`config.mk`:
```
export PLATFORM = sky130hd
export DESIGN_NAME = sys_reset_misc_ctrl
export DESIGN_NICKNAME = d
export VERILOG_FILES = /design/src/sys_reset_pkg.sv /design/src/pin_sync.sv /design/src/reset_pulse.sv /design/src/sys_reset_misc_ctrl.sv
export SDC_FILE = /design/constraint.sdc
export NUM_CORES = 1
export LEC_CHECK = 0
export ABC_AREA = 1
export BUFFER_PORTS_ARGS = -buffer_cell sky130_fd_sc_hd__buf_2
export CAP_MARGIN = 15
export CORE_MARGIN = 2
export CORE_UTILIZATION = 53
export CTS_CLUSTER_SIZE = 12
export DETAILED_ROUTE_END_ITERATION = 7
export PLACE_DENSITY = 0.91
export RECOVER_POWER = 50
export REMOVE_ABC_BUFFERS = 1
export SLEW_MARGIN = 5
export SYNTH_ARGS = -nofsm -noshare
export SYNTH_HDL_FRONTEND = slang
export SYNTH_SLANG_ARGS = --single-unit
```
`constraint.sdc`:
```
create_clock -name i_sys_clk -period 4.6 [get_ports i_sys_clk]
set_input_delay 0.92 -clock i_sys_clk [delete_from_list [all_inputs] [get_ports i_sys_clk]]
set_output_delay 0.92 -clock i_sys_clk [all_outputs]
set_load 0.01 [all_outputs]
```
`src/sys_reset_pkg.sv`:
```
package sys_reset_pkg;

	// Register word offsets (byte addresses)
	localparam logic [3:0] REG_SYS_CTRL = 4'h0;
	localparam logic [3:0] REG_CONFIG   = 4'h4;
	localparam logic [3:0] REG_STATUS   = 4'h8;

	// System control field positions
	localparam int unsigned CTRL_TONE_GATE = 0;
	localparam int unsigned CTRL_SPEAKER_OUT_EN   = 1;
	localparam int unsigned CTRL_CHANNEL_CHECK_N_EN   = 2;
	localparam logic [2:0]  CTRL_RESET     = 3'h0;

	// Configuration field positions
	localparam int unsigned CFG_COPRO      = 0;
	localparam int unsigned CFG_HALT_DEFER = 5;
	localparam logic [5:0]  CFG_RESET      = 6'h00;

	// Status field positions
	localparam int unsigned ST_PROC_RST   = 0;
	localparam int unsigned ST_COPRO_RST  = 1;
	localparam int unsigned ST_SYS_RST    = 2;
	localparam int unsigned ST_TURBO      = 3;
	localparam int unsigned ST_NMI        = 4;
	localparam int unsigned ST_PARITY     = 5;
	localparam int unsigned ST_FAST_PEND  = 6;
	localparam int unsigned ST_TONE       = 7;

	// Decoded I/O ports and command value
	localparam logic [15:0] KBD_DATA_PORT  = 16'h0060;
	localparam logic [15:0] KBD_CMD_PORT   = 16'h0064;
	localparam logic [15:0] COPRO_PORT     = 16'h00f1;
	localparam logic [7:0]  FAST_RESET_CMD = 8'hfe;

	// Reset pulse length in master clock cycles
	localparam int unsigned RESET_CYCLES = 128;
	// Processor clock phase in which resets may end
	localparam logic        PHASE_TWO    = 1'b1;

	// Synchroniser rest values: {wr_n, rd_n, tone, channel_check_n_n, turbo, cold_n}
	localparam logic [5:0]  PIN_INIT     = 6'h37;

	// Processor bus cycle, sampled with the address strobe
	typedef struct packed {
		logic        mio;
		logic        dc;
		logic        wr;
		logic [15:0] addr;
		logic [7:0]  data;
	} cpu_cycle_type;

endpackage

```
`src/pin_sync.sv`:
```
`timescale 1ns/1ps
`default_nettype none
module pin_sync #(
	parameter int unsigned     W    = 1,
	parameter logic [W-1:0]    INIT = '0
) (
	// Clock and reset
	input  wire logic          i_sys_clk,
	input  wire logic          i_rst,
	// Raw pins and filtered result
	input  wire logic [W-1:0]  i_pin,
	output logic      [W-1:0]  o_level
);
	logic [W-1:0] s1_q;   // Metastability catcher
	logic [W-1:0] s2_q;
	logic [W-1:0] s3_q;
	logic [W-1:0] agree;  // Second and third stage match

	assign agree = ~(s2_q ^ s3_q);

	// Three stages; a bit moves only when the last two agree
	always_ff @(posedge i_sys_clk or posedge i_rst)
		if (i_rst)
		begin
			s1_q    <= INIT;
			s2_q    <= INIT;
			s3_q    <= INIT;
			o_level <= INIT;
		end
		else
		begin
			s1_q    <= i_pin;
			s2_q    <= s1_q;
			s3_q    <= s2_q;
			o_level <= (s3_q & agree) | (o_level & ~agree);
		end
endmodule
`default_nettype wire

```
`src/reset_pulse.sv`:
```
`timescale 1ns/1ps
`default_nettype none
module reset_pulse #(
	parameter int unsigned LEN = sys_reset_pkg::RESET_CYCLES
) (
	// Clock and reset
	input  wire logic i_sys_clk,
	input  wire logic i_rst,
	// Trigger level and processor phase
	input  wire logic i_start,
	input  wire logic i_phase,
	// Pulse output
	output logic      o_active
);
	localparam int unsigned CW = $clog2(LEN) + 1;
	localparam logic [CW-1:0] LAST = CW'(LEN - 1);

	logic [CW-1:0] cnt_q;  // Cycles since last trigger

	// A held trigger keeps restarting, so the pulse outlasts it by LEN
	always_ff @(posedge i_sys_clk or posedge i_rst)
		if (i_rst)
		begin
			// Leaving reset runs one full pulse, so the end stays phase aligned
			cnt_q    <= '0;
			o_active <= 1'b1;
		end
		else if (i_start)
		begin
			cnt_q    <= '0;
			o_active <= 1'b1;
		end
		else if (o_active)
		begin
			// End only in phase two; may stretch by one cycle
			if (cnt_q >= LAST && i_phase == sys_reset_pkg::PHASE_TWO)
				o_active <= 1'b0;
			else if (cnt_q < LAST)
				cnt_q <= cnt_q + CW'(1);
		end
endmodule
`default_nettype wire

```
`src/sys_reset_misc_ctrl.sv`:
```
// The implementer's own choices: the register offsets and the plain strobed port.
`timescale 1ns/1ps
`default_nettype none
// Functional notes
// - Turbo input high: never request hold
// - Turbo low: hold processor about two thirds
// - Keyboard select only for keyboard port cycles
// - NMI on parity error or enabled check
// - Drive tone timer gate
// - Speaker equals timer output and enable bit
// - Return ready after each processor cycle
// - Ready for each bus master memory access
// - Snoop strobe during bus master cycles
// - Drive write and memory select when snooping
// - Cold reset asserts all three resets
// - Resets end in processor phase two
// - Shutdown cycle asserts processor reset
// - Each reset lasts 128 master cycles
// - Keyboard FE command gives fast reset
// - Defer bit waits fast reset for halt
// - Coprocessor reset with processor reset, F1 write
module sys_reset_misc_ctrl #(
	parameter int unsigned CYCLE_WAIT  = 2,
	parameter int unsigned SLOT_CYCLES = 16
) (
	// Clock and reset
	input  wire logic                         i_sys_clk,
	input  wire logic                         i_rst,
	// Register port
	input  wire logic [3:0]                   i_reg_addr,
	input  wire logic [31:0]                  i_reg_wdata,
	input  wire logic                         i_reg_wr,
	input  wire logic                         i_reg_rd,
	output logic      [31:0]                  o_reg_rdata,
	// Processor bus
	input  wire logic                         i_cpu_ads_n,
	input  wire sys_reset_pkg::cpu_cycle_type i_cpu_cycle,
	input  wire logic                         i_hold_ack,
	input  wire logic                         i_local_master,
	input  wire logic                         i_parity_err,
	output logic                              o_ready_n,
	output logic                              o_hold_req,
	// Snoop pins, two-way
	input  wire logic                         i_addr_strobe_n,
	output logic                              o_addr_strobe_n,
	output logic                              o_addr_strobe_oe,
	output logic                              o_write_read,
	output logic                              o_mem_io_sel,
	output logic                              o_cycdef_oe,
	// Pins from outside the clock domain
	input  wire logic                         i_cold_reset_in_n,
	input  wire logic                         i_turbo,
	input  wire logic                         i_channel_check_n,
	input  wire logic                         i_tone_timer_out,
	input  wire logic                         i_at_mem_rd_n,
	input  wire logic                         i_at_mem_wr_n,
	// Resets out
	output logic                              o_proc_reset_out,
	output logic                              o_copro_reset_out,
	output logic                              o_sys_reset_out_n,
	// Peripheral controls
	output logic                              o_kbd_ctrl_select_n,
	output logic                              o_nmi,
	output logic                              o_tone_timer_gate,
	output logic                              o_speaker_out
);
	localparam logic [3:0] WAIT_LAST = 4'(CYCLE_WAIT - 1);
	localparam logic [7:0] SLOT_LAST = 8'(SLOT_CYCLES - 1);

	// Synchronised pin levels
	logic [5:0] pins;
	logic       cold_n_s;   // Cold reset, low active
	logic       turbo_s;    // Speed select
	logic       channel_check_n_n_s;   // Channel check, low active
	logic       tone_s;     // Tone timer output
	logic       rd_n_s;     // Master memory read command
	logic       wr_n_s;     // Master memory write command
	logic       rd_n_q;     // Previous command levels
	logic       wr_n_q;

	// Software state
	logic [2:0] ctrl_q;     // Gate, speaker enable, check enable
	logic [5:0] cfg_q;      // Coprocessor present, halt defer
	logic       parity_q;   // Sticky parity error

	// Processor cycle tracking
	logic       busy_q;     // Cycle waiting for ready
	logic [3:0] wait_q;     // Cycles left before ready
	logic       kbd_q;      // Keyboard select held
	logic       pend_q;     // Fast reset awaiting halt
	logic       phase_q;    // Processor clock phase
	logic [7:0] slot_cnt_q; // Cycles within a throttle slot
	logic [1:0] slot_q;     // Throttle slot, 0 to 2
	logic       mst_q;      // Master access start, delayed one cycle

	// Reset pulse generators
	logic       cold_act;
	logic       cpu_act;
	logic       f1_act;

	assign pins = {i_at_mem_wr_n, i_at_mem_rd_n, i_tone_timer_out,
		i_channel_check_n, i_turbo, i_cold_reset_in_n};

	pin_sync #(
		.W    (6),
		.INIT (sys_reset_pkg::PIN_INIT)
	) u_pins (
		.i_sys_clk (i_sys_clk),
		.i_rst     (i_rst),
		.i_pin     (pins),
		.o_level   ({wr_n_s, rd_n_s, tone_s, channel_check_n_n_s, turbo_s, cold_n_s})
	);

	// Processor cycle decode, valid only with the strobe
	wire cyc_valid  = !i_cpu_ads_n && !i_hold_ack;
	wire io_cyc     = cyc_valid && !i_cpu_cycle.mio && i_cpu_cycle.dc;
	wire io_wr      = io_cyc && i_cpu_cycle.wr;
	wire special    = cyc_valid && i_cpu_cycle.mio && !i_cpu_cycle.dc
		&& i_cpu_cycle.wr;
	wire shutdown   = special && !i_cpu_cycle.addr[1];
	wire halt       = special && i_cpu_cycle.addr[1];
	wire fast_cmd   = io_wr && i_cpu_cycle.addr == sys_reset_pkg::KBD_CMD_PORT
		&& i_cpu_cycle.data == sys_reset_pkg::FAST_RESET_CMD;
	// The reset command is swallowed, never reaches the keyboard part
	wire kbd_hit    = io_cyc && !fast_cmd
		&& (i_cpu_cycle.addr == sys_reset_pkg::KBD_DATA_PORT
		|| i_cpu_cycle.addr == sys_reset_pkg::KBD_CMD_PORT);
	wire f1_wr      = io_wr && i_cpu_cycle.addr == sys_reset_pkg::COPRO_PORT;
	wire defer      = cfg_q[sys_reset_pkg::CFG_HALT_DEFER];
	wire copro_en   = cfg_q[sys_reset_pkg::CFG_COPRO];
	wire fast_go    = (fast_cmd && !defer) || (pend_q && halt);
	wire cyc_done   = busy_q && wait_q == 4'h0;

	// Master command edges and snoop decision
	wire rd_fall    = rd_n_q && !rd_n_s;
	wire wr_fall    = wr_n_q && !wr_n_s;
	wire mst_start  = i_hold_ack && (rd_fall || wr_fall);
	wire snoop      = mst_start && !i_local_master;

	// Reset combination
	wire proc_rst_d  = cold_act || cpu_act;
	wire copro_rst_d = cold_act || (copro_en && (cpu_act || f1_act));

	// Throttle decision
	wire slot_tick  = slot_cnt_q == SLOT_LAST;
	wire hold_d     = !turbo_s && slot_q != 2'h2;

	// Register port decode
	wire sel_ctrl   = i_reg_addr == sys_reset_pkg::REG_SYS_CTRL;
	wire sel_cfg    = i_reg_addr == sys_reset_pkg::REG_CONFIG;
	wire sel_stat   = i_reg_addr == sys_reset_pkg::REG_STATUS;
	wire par_clr    = i_reg_wr && sel_stat
		&& i_reg_wdata[sys_reset_pkg::ST_PARITY];
	wire nmi_d      = parity_q || (!channel_check_n_n_s
		&& ctrl_q[sys_reset_pkg::CTRL_CHANNEL_CHECK_N_EN]);

	// Status word
	wire [7:0] status = {tone_s, pend_q, parity_q, o_nmi, turbo_s,
		!o_sys_reset_out_n, o_copro_reset_out, o_proc_reset_out};

	// Read selection, unmapped words read zero
	wire [31:0] rd_mux =
		sel_ctrl ? {29'h0, ctrl_q} :
		sel_cfg  ? {26'h0, cfg_q} :
		sel_stat ? {24'h0, status} :
		32'h0;

	// Cold reset pulse
	reset_pulse u_cold (
		.i_sys_clk (i_sys_clk),
		.i_rst     (i_rst),
		.i_start   (!cold_n_s),
		.i_phase   (phase_q),
		.o_active  (cold_act)
	);

	// Shutdown and fast command pulse
	reset_pulse u_cpu (
		.i_sys_clk (i_sys_clk),
		.i_rst     (i_rst),
		.i_start   (shutdown || fast_go),
		.i_phase   (phase_q),
		.o_active  (cpu_act)
	);

	// Coprocessor port pulse
	reset_pulse u_f1 (
		.i_sys_clk (i_sys_clk),
		.i_rst     (i_rst),
		.i_start   (f1_wr),
		.i_phase   (phase_q),
		.o_active  (f1_act)
	);

	// Phase follows the processor's divide by two from reset
	always_ff @(posedge i_sys_clk or posedge i_rst)
		if (i_rst)
			phase_q <= 1'b0;
		else
			phase_q <= ~phase_q;

	// Reset outputs, all through the phase aligned pulses
	always_ff @(posedge i_sys_clk or posedge i_rst)
		if (i_rst)
		begin
			o_proc_reset_out  <= 1'b1;
			o_copro_reset_out <= 1'b1;
			o_sys_reset_out_n <= 1'b0;
		end
		else
		begin
			o_proc_reset_out  <= proc_rst_d;
			o_copro_reset_out <= copro_rst_d;
			o_sys_reset_out_n <= !cold_act;
		end

	// Deferred fast reset; a new command wins over the halt clear
	always_ff @(posedge i_sys_clk or posedge i_rst)
		if (i_rst)
			pend_q <= 1'b0;
		else if (fast_cmd && defer)
			pend_q <= 1'b1;
		else if (halt)
			pend_q <= 1'b0;

	// Cycle timer; a strobe while busy is not expected
	always_ff @(posedge i_sys_clk or posedge i_rst)
		if (i_rst)
		begin
			busy_q <= 1'b0;
			wait_q <= 4'h0;
		end
		else if (cyc_valid)
		begin
			busy_q <= 1'b1;
			wait_q <= WAIT_LAST;
		end
		else if (cyc_done)
			busy_q <= 1'b0;
		else if (busy_q)
			wait_q <= wait_q - 4'h1;

	// Keyboard select held for the whole cycle
	always_ff @(posedge i_sys_clk or posedge i_rst)
		if (i_rst)
			kbd_q <= 1'b0;
		else if (kbd_hit)
			kbd_q <= 1'b1;
		else if (cyc_done)
			kbd_q <= 1'b0;

	// Master command edge memory
	always_ff @(posedge i_sys_clk or posedge i_rst)
		if (i_rst)
		begin
			rd_n_q <= 1'b1;
			wr_n_q <= 1'b1;
			mst_q  <= 1'b0;
		end
		else
		begin
			rd_n_q <= rd_n_s;
			wr_n_q <= wr_n_s;
			mst_q  <= mst_start;
		end

	// Ready and snoop pins; a local master drives its own
	always_ff @(posedge i_sys_clk or posedge i_rst)
		if (i_rst)
		begin
			o_ready_n        <= 1'b1;
			o_addr_strobe_n  <= 1'b1;
			o_addr_strobe_oe <= 1'b0;
			o_write_read     <= 1'b0;
			o_mem_io_sel     <= 1'b0;
			o_cycdef_oe      <= 1'b0;
		end
		else
		begin
			o_ready_n        <= !(cyc_done || mst_q);
			o_addr_strobe_n  <= !snoop;
			o_addr_strobe_oe <= snoop;
			o_write_read     <= snoop && wr_fall;
			o_mem_io_sel     <= snoop;
			o_cycdef_oe      <= snoop;
		end

	// Throttle slots, one enable pulse per slot
	always_ff @(posedge i_sys_clk or posedge i_rst)
		if (i_rst)
		begin
			slot_cnt_q <= 8'h0;
			slot_q     <= 2'h0;
		end
		else if (slot_tick)
		begin
			slot_cnt_q <= 8'h0;
			slot_q     <= (slot_q == 2'h2) ? 2'h0 : slot_q + 2'h1;
		end
		else
			slot_cnt_q <= slot_cnt_q + 8'h1;

	// Hold request and peripheral outputs
	always_ff @(posedge i_sys_clk or posedge i_rst)
		if (i_rst)
		begin
			o_hold_req          <= 1'b0;
			o_kbd_ctrl_select_n <= 1'b1;
			o_nmi               <= 1'b0;
			o_tone_timer_gate   <= 1'b0;
			o_speaker_out       <= 1'b0;
		end
		else
		begin
			o_hold_req          <= hold_d;
			o_kbd_ctrl_select_n <= !(kbd_hit || (kbd_q && !cyc_done));
			o_nmi               <= nmi_d;
			o_tone_timer_gate   <= ctrl_q[sys_reset_pkg::CTRL_TONE_GATE];
			o_speaker_out       <= tone_s
				&& ctrl_q[sys_reset_pkg::CTRL_SPEAKER_OUT_EN];
		end

	// Parity flag: a new error wins over a software clear
	always_ff @(posedge i_sys_clk or posedge i_rst)
		if (i_rst)
			parity_q <= 1'b0;
		else if (i_parity_err)
			parity_q <= 1'b1;
		else if (par_clr)
			parity_q <= 1'b0;

	// Register writes
	always_ff @(posedge i_sys_clk or posedge i_rst)
		if (i_rst)
		begin
			ctrl_q <= sys_reset_pkg::CTRL_RESET;
			cfg_q  <= sys_reset_pkg::CFG_RESET;
		end
		else if (i_reg_wr && sel_ctrl)
			ctrl_q <= i_reg_wdata[2:0];
		else if (i_reg_wr && sel_cfg)
			cfg_q  <= i_reg_wdata[5:0];

	// Read data one cycle after the strobe, zero otherwise
	always_ff @(posedge i_sys_clk or posedge i_rst)
		if (i_rst)
			o_reg_rdata <= 32'h0;
		else
			o_reg_rdata <= i_reg_rd ? rd_mux : 32'h0;

	// Helper: length of the current processor reset
	logic [7:0] len_q;
	always_ff @(posedge i_sys_clk or posedge i_rst)
		if (i_rst)
			len_q <= 8'h0;
		else if (!o_proc_reset_out)
			len_q <= 8'h0;
		else if (len_q != 8'hff)
			len_q <= len_q + 8'h1;
endmodule
`default_nettype wire

```
======== Word level (Yosys, flattened, before mapping) ========
Index checks and enable logic that the tools add are counted.
storage, ports and cells
  input bits .............................. 78
  logic and storage cells ................. 187
  output and inout bits ................... 46
  bits in registers ....................... 102
cells by class
  reductions and logical operators ........ 79
  bitwise operators ....................... 8
  eq/ne operators ......................... 15
  order comparisons ....................... 6
  multiplexer cells ....................... 37
  add/subtract/negate cells ............... 6
operators by type and width
  operator                                                    number
  two-way mux 8 bit                                           17
  logical AND 1 bit                                           35
  adder 8 x 1 -> 8 bit, second input constant                 4
  equality test 16 x 7 -> 1 bit, second input constant        2
  >= comparator 8 x 7 -> 1 bit, second input constant         3
  less-than comparator 8 x 7 -> 1 bit, second input constant  3
  zero test 1 bit                                             18
  nonzero test 2 bit                                          9
  equality test 16 x 8 -> 1 bit, second input constant        1
  two-way mux 1 bit                                           16
  AND 6 bit                                                   2
  two-way mux 4 bit                                           3
  inverter 6 bit                                              2
  logical OR 1 bit                                            10
  AND reduction 3 bit                                         3
  equality test 8 x 4 -> 1 bit, second input constant         1
  equality test 8 bit, second input constant                  1
  zero test 4 bit                                             2
  inequality test 2 bit, second input constant                4
  inequality test 2 x 1 -> 1 bit, second input constant       3
  bitwise OR 6 bit                                            1
  bitwise XOR 6 bit                                           1
  equality test 4 x 3 -> 1 bit, second input constant         1
  equality test 4 bit, second input constant                  1
  other kinds (6)                                             8

======== Depth between registers and ports, before layout ========
Gate-level depths: netlist (run 1).
  word-level depth ........................ 12
  gate-level depth with buffers ........... 9
  gate-level depth less buffers ........... 9

======== By module ========
Synthesis (run 1) repeated with hierarchy kept, for this count alone.
unflattened totals
  cells, all modules ...................... 537
  area, all modules ....................... 4704.5 um^2
by module, submodules not included
  module               seq. area each (um^2)  cells an instance  area each (um^2)  instances
  sys_reset_misc_ctrl  1285.0                 299                2539.9            1
  reset_pulse          226.5                  63                 479.2             3
  pin_sync             625.6                  49                 726.9             1

======== Worst setup path after synthesis (run 1) ========
OpenSTA, ideal clock, no wires.
  kind .................................... input-to-reg
  from .................................... input i_cpu_cycle[23] (netlist bit)
  to ...................................... register u_cpu.cnt_q[3]
  buffers on the path ..................... 0
  setup time .............................. 0.119 ns
  required time ........................... 4.481 ns
  data arrival time ....................... 1.704 ns
  cell stages on the path ................. 8
  path slack .............................. 2.777 ns
  cell sequence ........................... nor2_1 > nand2_1 > nor2_1 > nand3_1 > nor2_4 > nand2_4 > nand2_2 > nor2_1
between the ends
  cells in the longest elaborated chain, start to end .. 8
  elaborated cells on any way between the ends .. 11
  those cells by class .................... eq/ne (2); mux (1); reduce/logical (8)
RTL lines
  item                                                                                   RTL line                    source
  start, declared                                                                        sys_reset_misc_ctrl.sv:37   input wire sys_reset_pkg::cpu_cycle_type i_cpu_cycle,
  equality test 16 x 7 -> 1 bit *                                                        sys_reset_misc_ctrl.sv:122  wire fast_cmd = io_wr && i_cpu_cycle.addr == sys_reset_pkg::KBD_CMD_PORT
  logical AND 1 bit *                                                                    sys_reset_misc_ctrl.sv:122
  logical AND 1 bit *                                                                    sys_reset_misc_ctrl.sv:123  && i_cpu_cycle.data == sys_reset_pkg::FAST_RESET_CMD;
  logical AND 1 bit *                                                                    sys_reset_misc_ctrl.sv:131  wire fast_go = (fast_cmd && !defer) || (pend_q && halt);
  logical OR 1 bit *                                                                     sys_reset_misc_ctrl.sv:131
  logical OR 1 bit *                                                                     sys_reset_misc_ctrl.sv:181  .i_start (shutdown || fast_go),
  inequality test 2 x 1 -> 1 bit (no line) / nonzero test 2 bit (equally long branches)  --
  AND reduction 3 bit (no line)                                                          --
  end signal, assigned                                                                   reset_pulse.sv:39           cnt_q <= cnt_q + CW'(1);
  end, declared                                                                          reset_pulse.sv:18           logic [CW-1:0] cnt_q;
Mark *: on every way between the ends. The rest lies on a longest branch, timed or not.
A chain may end at the register's enable or synchronous reset.

======== Final worst setup path (run 1) ========
  from .................................... input i_reg_addr[2]
  to ...................................... register o_reg_rdata[5]
between the ends
  cells in the longest elaborated chain, start to end .. 5
  elaborated cells on any way between the ends .. 7
  those cells by class .................... eq/ne (2); mux (4); reduce/logical (1)
RTL lines
  item                  RTL line                    source
  start, declared       sys_reset_misc_ctrl.sv:30   input wire logic [3:0] i_reg_addr,
  equality test 4 bit   sys_reset_misc_ctrl.sv:151  wire sel_stat = i_reg_addr == sys_reset_pkg::REG_STATUS;
  two-way mux 8 bit     sys_reset_misc_ctrl.sv:165  sel_stat ? {24'h0, status} :
  two-way mux 8 bit     sys_reset_misc_ctrl.sv:164  sel_cfg ? {26'h0, cfg_q} :
  two-way mux 8 bit *   sys_reset_misc_ctrl.sv:163  sel_ctrl ? {29'h0, ctrl_q} :
  two-way mux 8 bit *   sys_reset_misc_ctrl.sv:349  o_reg_rdata <= i_reg_rd ? rd_mux : 32'h0;
  end signal, assigned  sys_reset_misc_ctrl.sv:349
  end, declared         sys_reset_misc_ctrl.sv:34   output logic [31:0] o_reg_rdata,
Marks and branches as above.

==> results of run 1 <==
==> metal layers <==
metal  GRT usage (%)  vias to the layer above  wire length [µm]
met3           4.366                       24               395
met1           24.39                     1682              3918
met4           9.402                        0               218
met5               0                        -                 0
met2           32.14                       93              4352
li1                -                     1683                 -
==> registers in the layout, summed over array words and instances, names as in the netlist, 2 cells and up, named ones only <==
signal	cells
u_cpu.cnt_q	8
slot_cnt_q	8
u_pins.s2_q	6
u_pins.s1_q	6
cfg_q	6
wait_q	4
u_cold.cnt_q	8
slot_q	2
o_reg_rdata	8
ctrl_q	3
u_pins.s3_q	6
u_f1.cnt_q	8
==> kinds of logic after synthesis <==
family	Yosys count	share of synthesized area, %
buf+inv	101	10.56
flops	102	55.50
xor+xnor	14	2.627
fa+ha+maj	11	2.627
mux	2	0.4825
compound gates	49	5.979
simple gates	207	22.14
other cells	1	0.08035
==> worst max-delay path: stages <==
cell,delay [ns]
buf_2,0.15
nor3_1,0.60
nand2_1,0.33
o21ai_1,0.21
o21ai_1,0.08
nor2_1,0.13
==> cells in the mapped netlist <==
library cell	instances
a21o_1	1
a21oi_1	16
and2_1	1
and3_1	2
buf_2	2
buf_4	27
buf_6	1
conb_1	1
dfrtp_1	72
dfstp_2	30
ha_1	5
inv_1	66
inv_2	4
inv_4	1
maj3_1	6
mux2_2	2
nand2_1	77
nand2_2	4
nand2_4	2
nand3_1	33
nand3_2	5
nand3b_1	3
nand4_1	21
nand4_2	1
nor2_1	35
nor2_2	3
nor2_4	2
nor3_1	13
nor3_4	2
nor3b_1	1
nor4_2	1
o211ai_1	3
o21a_1	3
o21ai_0	17
o21ai_1	4
o21ai_2	1
o21bai_1	1
o22ai_1	2
o31ai_2	1
or2_2	1
xnor2_1	2
xor2_1	12
==> worst max-delay path by stage <==
stage	from	to	slack, ns
after CTS	o_proc_reset_out	o_proc_reset_out	2.60
after global routing	i_reg_addr[1]	o_reg_rdata[5]	2.29
after floorplan	i_rst	asynchronous set/reset pin	1.05
after detailed placement	i_cpu_ads_n	u_f1.cnt_q[4]	2.45
final	i_reg_addr[2]	o_reg_rdata[5]	2.46
after global placement	i_cpu_ads_n	u_cpu.cnt_q[2]	2.47
==> area by class of cell <==
cell class                 count  area [µm²]
fill                         718        3451
clock inverter                 5       40.04
inverter                      71       271.5
clock buffer                  11       152.6
multi-input combinational    307        1630
tap                          108       135.1
timing repair buffer          73       365.4
sequential                   102        2590
==> where the power goes <==
| part | switching [mW] | total [mW] | internal [mW] |
|---|---|---|---|
| Clock | 0.307 | 0.539 | 0.233 |
| Combinational | 0.235 | 0.389 | 0.154 |
| Sequential | 0.0812 | 1.10 | 1.02 |
| Total | 0.623 | 2.03 | 1.40 |
==> run metrics, run 1 <==
status complete, no violations; R2R Setup Slk 2.73 ns; vias in the first global route 3381; Yosys top cell by area dfrtp_1; final worst setup slack 2.456 ns; Initial DRT Pass Iterations 5; Max FO, Critical Path 7; DRC viols 0; Reg2Reg Depth 8; Row Count 34; clk sink count 102; Worst Hold End u_pins.s2_q[3]; Max Fclk 466.5 MHz; final WL 8885 µm; die area 9573 µm²; Slew @ Worst Pin 0.9564 ns; CP Capture Type register; dpl cell area 5035 µm²; final hold vios 0; Worst Path Arrival 2.43 ns; VDD IR-drop max 0.1889 mV; Layout Cells excl Fill 677; gr usage total 19.46%; top-area cell type share of the netlist area 38.61%; Pwr Total 2.026 mW; post-CTS sizing 0; nets 647; H-tree Lvls 3; initial antenna violation count 0; layout cells sized above 1 23.20%; Final setup violation count 0; Tmin final 2.144 ns; port buffer count 72; setup TNS 0 ns; via count 3482; max_cap viols 0; worst relative slew slack 36.24%; Synth Warn # 0; RSZ-0062 raised after global routing false; largest net degree at the start of global routing 81; CTS Buf Count 9; cts-stage hold buffer count 0; final core utilization 60.04%; distinct cell type count after synthesis 42; area of the core 8636 µm²; most frequent cells in the layout nand2_1 (78), dfrtp_1 (72), buf_2 (70); DP Wirelength 6533 µm; Pleak 2.664 nW; register area share after synthesis 55.50%; fin crit share 46.60%; Die Span X 97.84 µm; Starting Density 54.04%; Vias/cell 5.143; root buffer cell clkbuf_8; Area Growth Syn to Fin 11.10%; Yosys reg bits 102; first-pass GRT wire length 15110 µm; RR Endpoint u_cold.cnt_q[2]; Antenna Nets Post-Route 0; most common cell after layout, fill and taps aside nand2_1; n_diodes 0; gpl congestion 0.8266; Cell Pwr Density 390.7 nW/µm²; Final Hold Slack 0.3564 ns; CTS tree done; WP data required 4.89 ns; Setup Fix Bufs, Post-CTS 0; design area 5185 µm²; hold path depth 0; total gr overflow 0; worst min-delay path class register to register; chip height 97.84 µm; dpl ws 2.451 ns; insertion delay to the later sink of the worst-skew pair 0.37 ns; Critical Path Source Type primary input; worst setup path class primary input to register; 1st-iter DRT viols 153; I/O pins 124; Synth Area per Inst 9.583 µm²; CTS Buffer Depth 2; Hold Path Origin u_pins.s1_q[3]; synth top area cells dfrtp_1 (39%), dfstp_2 (17%), nand2_1 (6.2%); Syn Inst Count 487; post-synthesis cell area 4667 µm²; Max Slew Vio Count 0; DP Cell Count 661; Fin Clk Skew 0.01079 ns; RR Startpoint u_cold.cnt_q[0]; WL/cell 13.12 µm; clock slew at the register clock pins of the worst setup and hold paths 0.10 ns
Power figures use the tool's default switching activity.
==> run 2: changes to the inputs <==
ABC_AREA = 0   (was 1)
CORE_UTILIZATION = 52   (was 53)
clock period = 2.21 ns   (was 4.6 ns; I/O delays follow)
==> run 2 against run 1 <==
Net effect:
- power up 96%
- register-to-register slack worse by 2.4 ns
- cell area down 4.3%
- clock skew down 0.0035 ns
- first-iteration DRC count up 24%
- clock-buffer cell count unchanged
- sequential power up 110%
- clock power up 97%
==> run metrics, run 2 <==
area of the core 8175 µm² (was 8636 µm²); insertion delay to the later sink of the worst-skew pair 0.36 ns (was 0.37 ns); Pleak 2.278 nW (was 2.664 nW); DRC viols 0 (unchanged); Layout Cells excl Fill 570 (was 677); final worst setup slack 0.3045 ns (was 2.456 ns); CTS Buffer Depth 2 (unchanged); Setup Fix Bufs, Post-CTS 0 (unchanged); design area 4962 µm² (was 5185 µm²); RSZ-0062 raised after global routing false (unchanged); xor/xnor share of the synthesized area 3.422% (was 2.627%); max incr delay on CP 0.52 ns (was 0.60 ns); mux cell area share after synthesis 3.250% (was 0.4826%); initial antenna violation count 0 (unchanged); VDD IR-drop max 0.3658 mV (was 0.1889 mV); number of flops mapped to enable cells by yosys 0 (unchanged); chip height 95.47 µm (was 97.84 µm); Max Fclk 524.8 MHz; Die Span X 95.47 µm (was 97.84 µm); gr usage total 19.98% (was 19.46%); Initial DRT Pass Iterations 4 (was 5); WP data required 2.45 ns (was 4.89 ns); area of the multi-input gates 1579 µm² (was 1630 µm²); clock slew at the register clock pins of the worst setup and hold paths 0.09 ns (was 0.10 ns); Synth Area per Inst 11.63 µm² (was 9.583 µm²); final core utilization 60.70% (was 60.04%); Clock power frac 26.7% (was 26.6%); nets 543 (was 647); DP Cell Count 554 (was 661); vias in the first global route 2969 (was 3381); Post-synth top flop dfrtp_1 (unchanged); adder-cell share of the synthesized area 2.819% (was 2.627%); CP Capture Type register (unchanged); port buffer count 72 (unchanged); post-synthesis cell area 4350 µm² (was 4667 µm²); final hold vios 0 (unchanged); Antenna Nets Post-Route 0 (unchanged); CTS Buf Count 9 (unchanged); CP cell instances buf_2 -> or4b_4 -> or4_1 -> nor4_1 -> buf_4 -> o31ai_1 (was buf_2 -> nor3_1 -> nand2_1 -> o21ai_1 -> o21ai_1 -> nor2_1); CTS tree done (unchanged); Simple-Gate Fraction of Synth Area 16.22% (was 22.14%); gpl congestion 0.8265 (was 0.8266); DP Wirelength 6291 µm (was 6533 µm); die area 9114 µm² (was 9573 µm²); Hold Path Origin i_cold_reset_in_n (was u_pins.s1_q[3]); final WL 8397 µm (was 8885 µm); Synth Area in Compound Gates 8.513% (was 5.979%); layout cells sized above 1 29.03% (was 23.20%); part of the power in registers 57.9% (was 54.2%); top post-synthesis cells by count dfrtp_1 (72), nor2_1 (32), dfstp_2 (30) (was nand2_1 (77), dfrtp_1 (72), inv_1 (66)); I/O pins 124 (unchanged); distinct cell type count after synthesis 53 (was 42); Sequential Area 2590 µm² (unchanged); Comb power frac 15.4% (was 19.2%); Row Count 33 (was 34); Final setup violation count 0 (unchanged); worst setup path class primary input to register (unchanged); synth top area cells dfrtp_1 (41%), dfstp_2 (18%), buf_4 (4.5%) (was dfrtp_1 (39%), dfstp_2 (17%), nand2_1 (6.2%)); H-tree Lvls 3 (unchanged); Worst Hold End u_pins.s1_q[0] (was u_pins.s2_q[3]); sw power 1.135 mW (was 623.1 µW); fin crit share 86.22%; Synth Warn # 0 (unchanged); total gr overflow 0 (unchanged); fill cell count 651 (was 718); largest family of logic cells by synthesized area simple AND/OR/NAND/NOR gates (unchanged); post-CTS sizing 0 (unchanged); 1st-iter DRT viols 190 (was 153); RR Endpoint u_cpu.cnt_q[3] (was u_cold.cnt_q[2]); first-pass GRT wire length 13870 µm (was 15110 µm); top-area cell type share of the netlist area 41.42% (was 38.61%); Reg2Reg Depth 5 (was 8); Syn Inst Count 374 (was 487); Max Slew Vio Count 0 (unchanged); Slew @ Worst Pin 1.360 ns (was 0.9564 ns); switching fraction of total power 28.60% (was 30.76%); R2R Setup Slk 0.34 ns (was 2.73 ns); count leader, synth dfrtp_1 (was nand2_1); dpl ws -0.07791 ns (was 2.451 ns); root buffer cell clkbuf_8 (unchanged); dpl cell area 4803 µm² (was 5035 µm²); clk sink count 102 (unchanged); Starting Density 53.21% (was 54.04%); hold path depth 1 (was 0); Worst Path Arrival 2.15 ns (was 2.43 ns); Yosys top cell by area dfrtp_1 (unchanged); Vias/cell 5.288 (was 5.143); register area share after synthesis 59.53% (was 55.50%); largest net degree at the start of global routing 49 (was 81); WL/cell 14.73 µm (was 13.12 µm); worst min-delay path class primary input to register (was register to register); n_diodes 0 (unchanged); Max FO, Critical Path 3 (was 7); Yosys reg bits 102 (unchanged); Cell Pwr Density 799.5 nW/µm² (was 390.7 nW/µm²); status complete, no violations (unchanged); cts-stage hold buffer count 0 (unchanged); worst relative slew slack 8.848% (was 36.24%); Area Growth Syn to Fin 14.06% (was 11.10%); most frequent cells in the layout dfrtp_1 (72), buf_2 (72), nor2_1 (32) (was nand2_1 (78), dfrtp_1 (72), buf_2 (70)); Fin Clk Skew 0.007259 ns (was 0.01079 ns); Tmin final 1.906 ns; RR Startpoint u_cpu.cnt_q[0] (was u_cold.cnt_q[0]); via count 3014 (was 3482); critical path's slowest cell or4b_4 (was nor3_1); fraction of registers with async set/reset 100.0% (unchanged); Critical Path Source Type primary input (unchanged); max_cap viols 0 (unchanged); Pint 2.833 mW (was 1.402 mW)
==> run 2: how the worst max path moves through the flow <==
stage                    startpoint                    endpoint  slack (ns)  cells after the start
floorplan                     i_rst  asynchronous set/reset pin       -0.86                      1
CTS                 i_cpu_cycle[26]                       kbd_q        0.33                      6
global placement    i_cpu_cycle[26]                       kbd_q       -0.08                      6
global route         u_cpu.cnt_q[0]              u_cpu.cnt_q[3]        0.11                      5
detailed placement  i_cpu_cycle[26]                       kbd_q       -0.08                      6
finish              i_cpu_cycle[26]                       kbd_q        0.30                      6
==> run 2: layout make-up <==
cell class                      instances  area share (%)
Inverter                               16           1.236
Timing Repair Buffer                   81           8.573
Clock inverter                          5          0.6808
Tap cell                              105           2.648
Sequential cell                       102           52.19
Clock buffer                           11           2.849
Multi-Input combinational cell        250           31.82
==> run 2: layer usage <==
metal	vias up	part of all wire (%)	GRT usage [%]
met2	86	52	35.15
met4	0	1.7	5.476
li1	1433	-	-
met1	1479	41	23.53
met5	-	0	0
met3	16	5.6	6.482
==> run 2: power groups by stage <==
| stage | sequential (mW) | clock [mW] | combinational [mW] |
|---|---|---|---|
| 4_1_cts | 2.30 | 1.08 | 0.622 |
| 2_1_floorplan | 2.29 | 0 | 0.431 |
| 3_5_place_dp | 2.33 | 0 | 0.616 |
| 3_3_place_gp | 2.31 | 0 | 0.578 |
| 5_1_grt | 2.33 | 1.16 | 0.691 |
| 6_report | 2.30 | 1.06 | 0.611 |
==> run 2: cell families (layout without fill, tap and decap cells) <==
| family | Yosys count | count (layout) |
|---|---|---|
| and+or+nand+nor | 130 | 130 |
| DFF | 102 | 102 |
| AOI/OAI and AO/OA | 55 | 55 |
| buffers and inverters | 45 | 113 |
| xor gates and xnor gates | 17 | 17 |
| muxes | 13 | 13 |
| adders and majority gates | 11 | 11 |
| other | 1 | 24 |
==> run 2: per-stage QoR <==
stage	hold slack, ns	setup TNS [ns]	power, mW
after detailed placement	0.3347	-0.4642	2.950
after floorplan	0.3312	-66.92	2.722
after global routing	0.1440	0	4.183
after global placement	0.3346	-0.2287	2.891
final	0.1688	0	3.968
after CTS	0.07374	0	4.001
==> run 2: worst max-delay path: cells and delay by family <==
family / cells / cell delay (ns)
simple gates: 3 / 1.37
buf+inv: 2 / 0.27
compound gates: 1 / 0.06
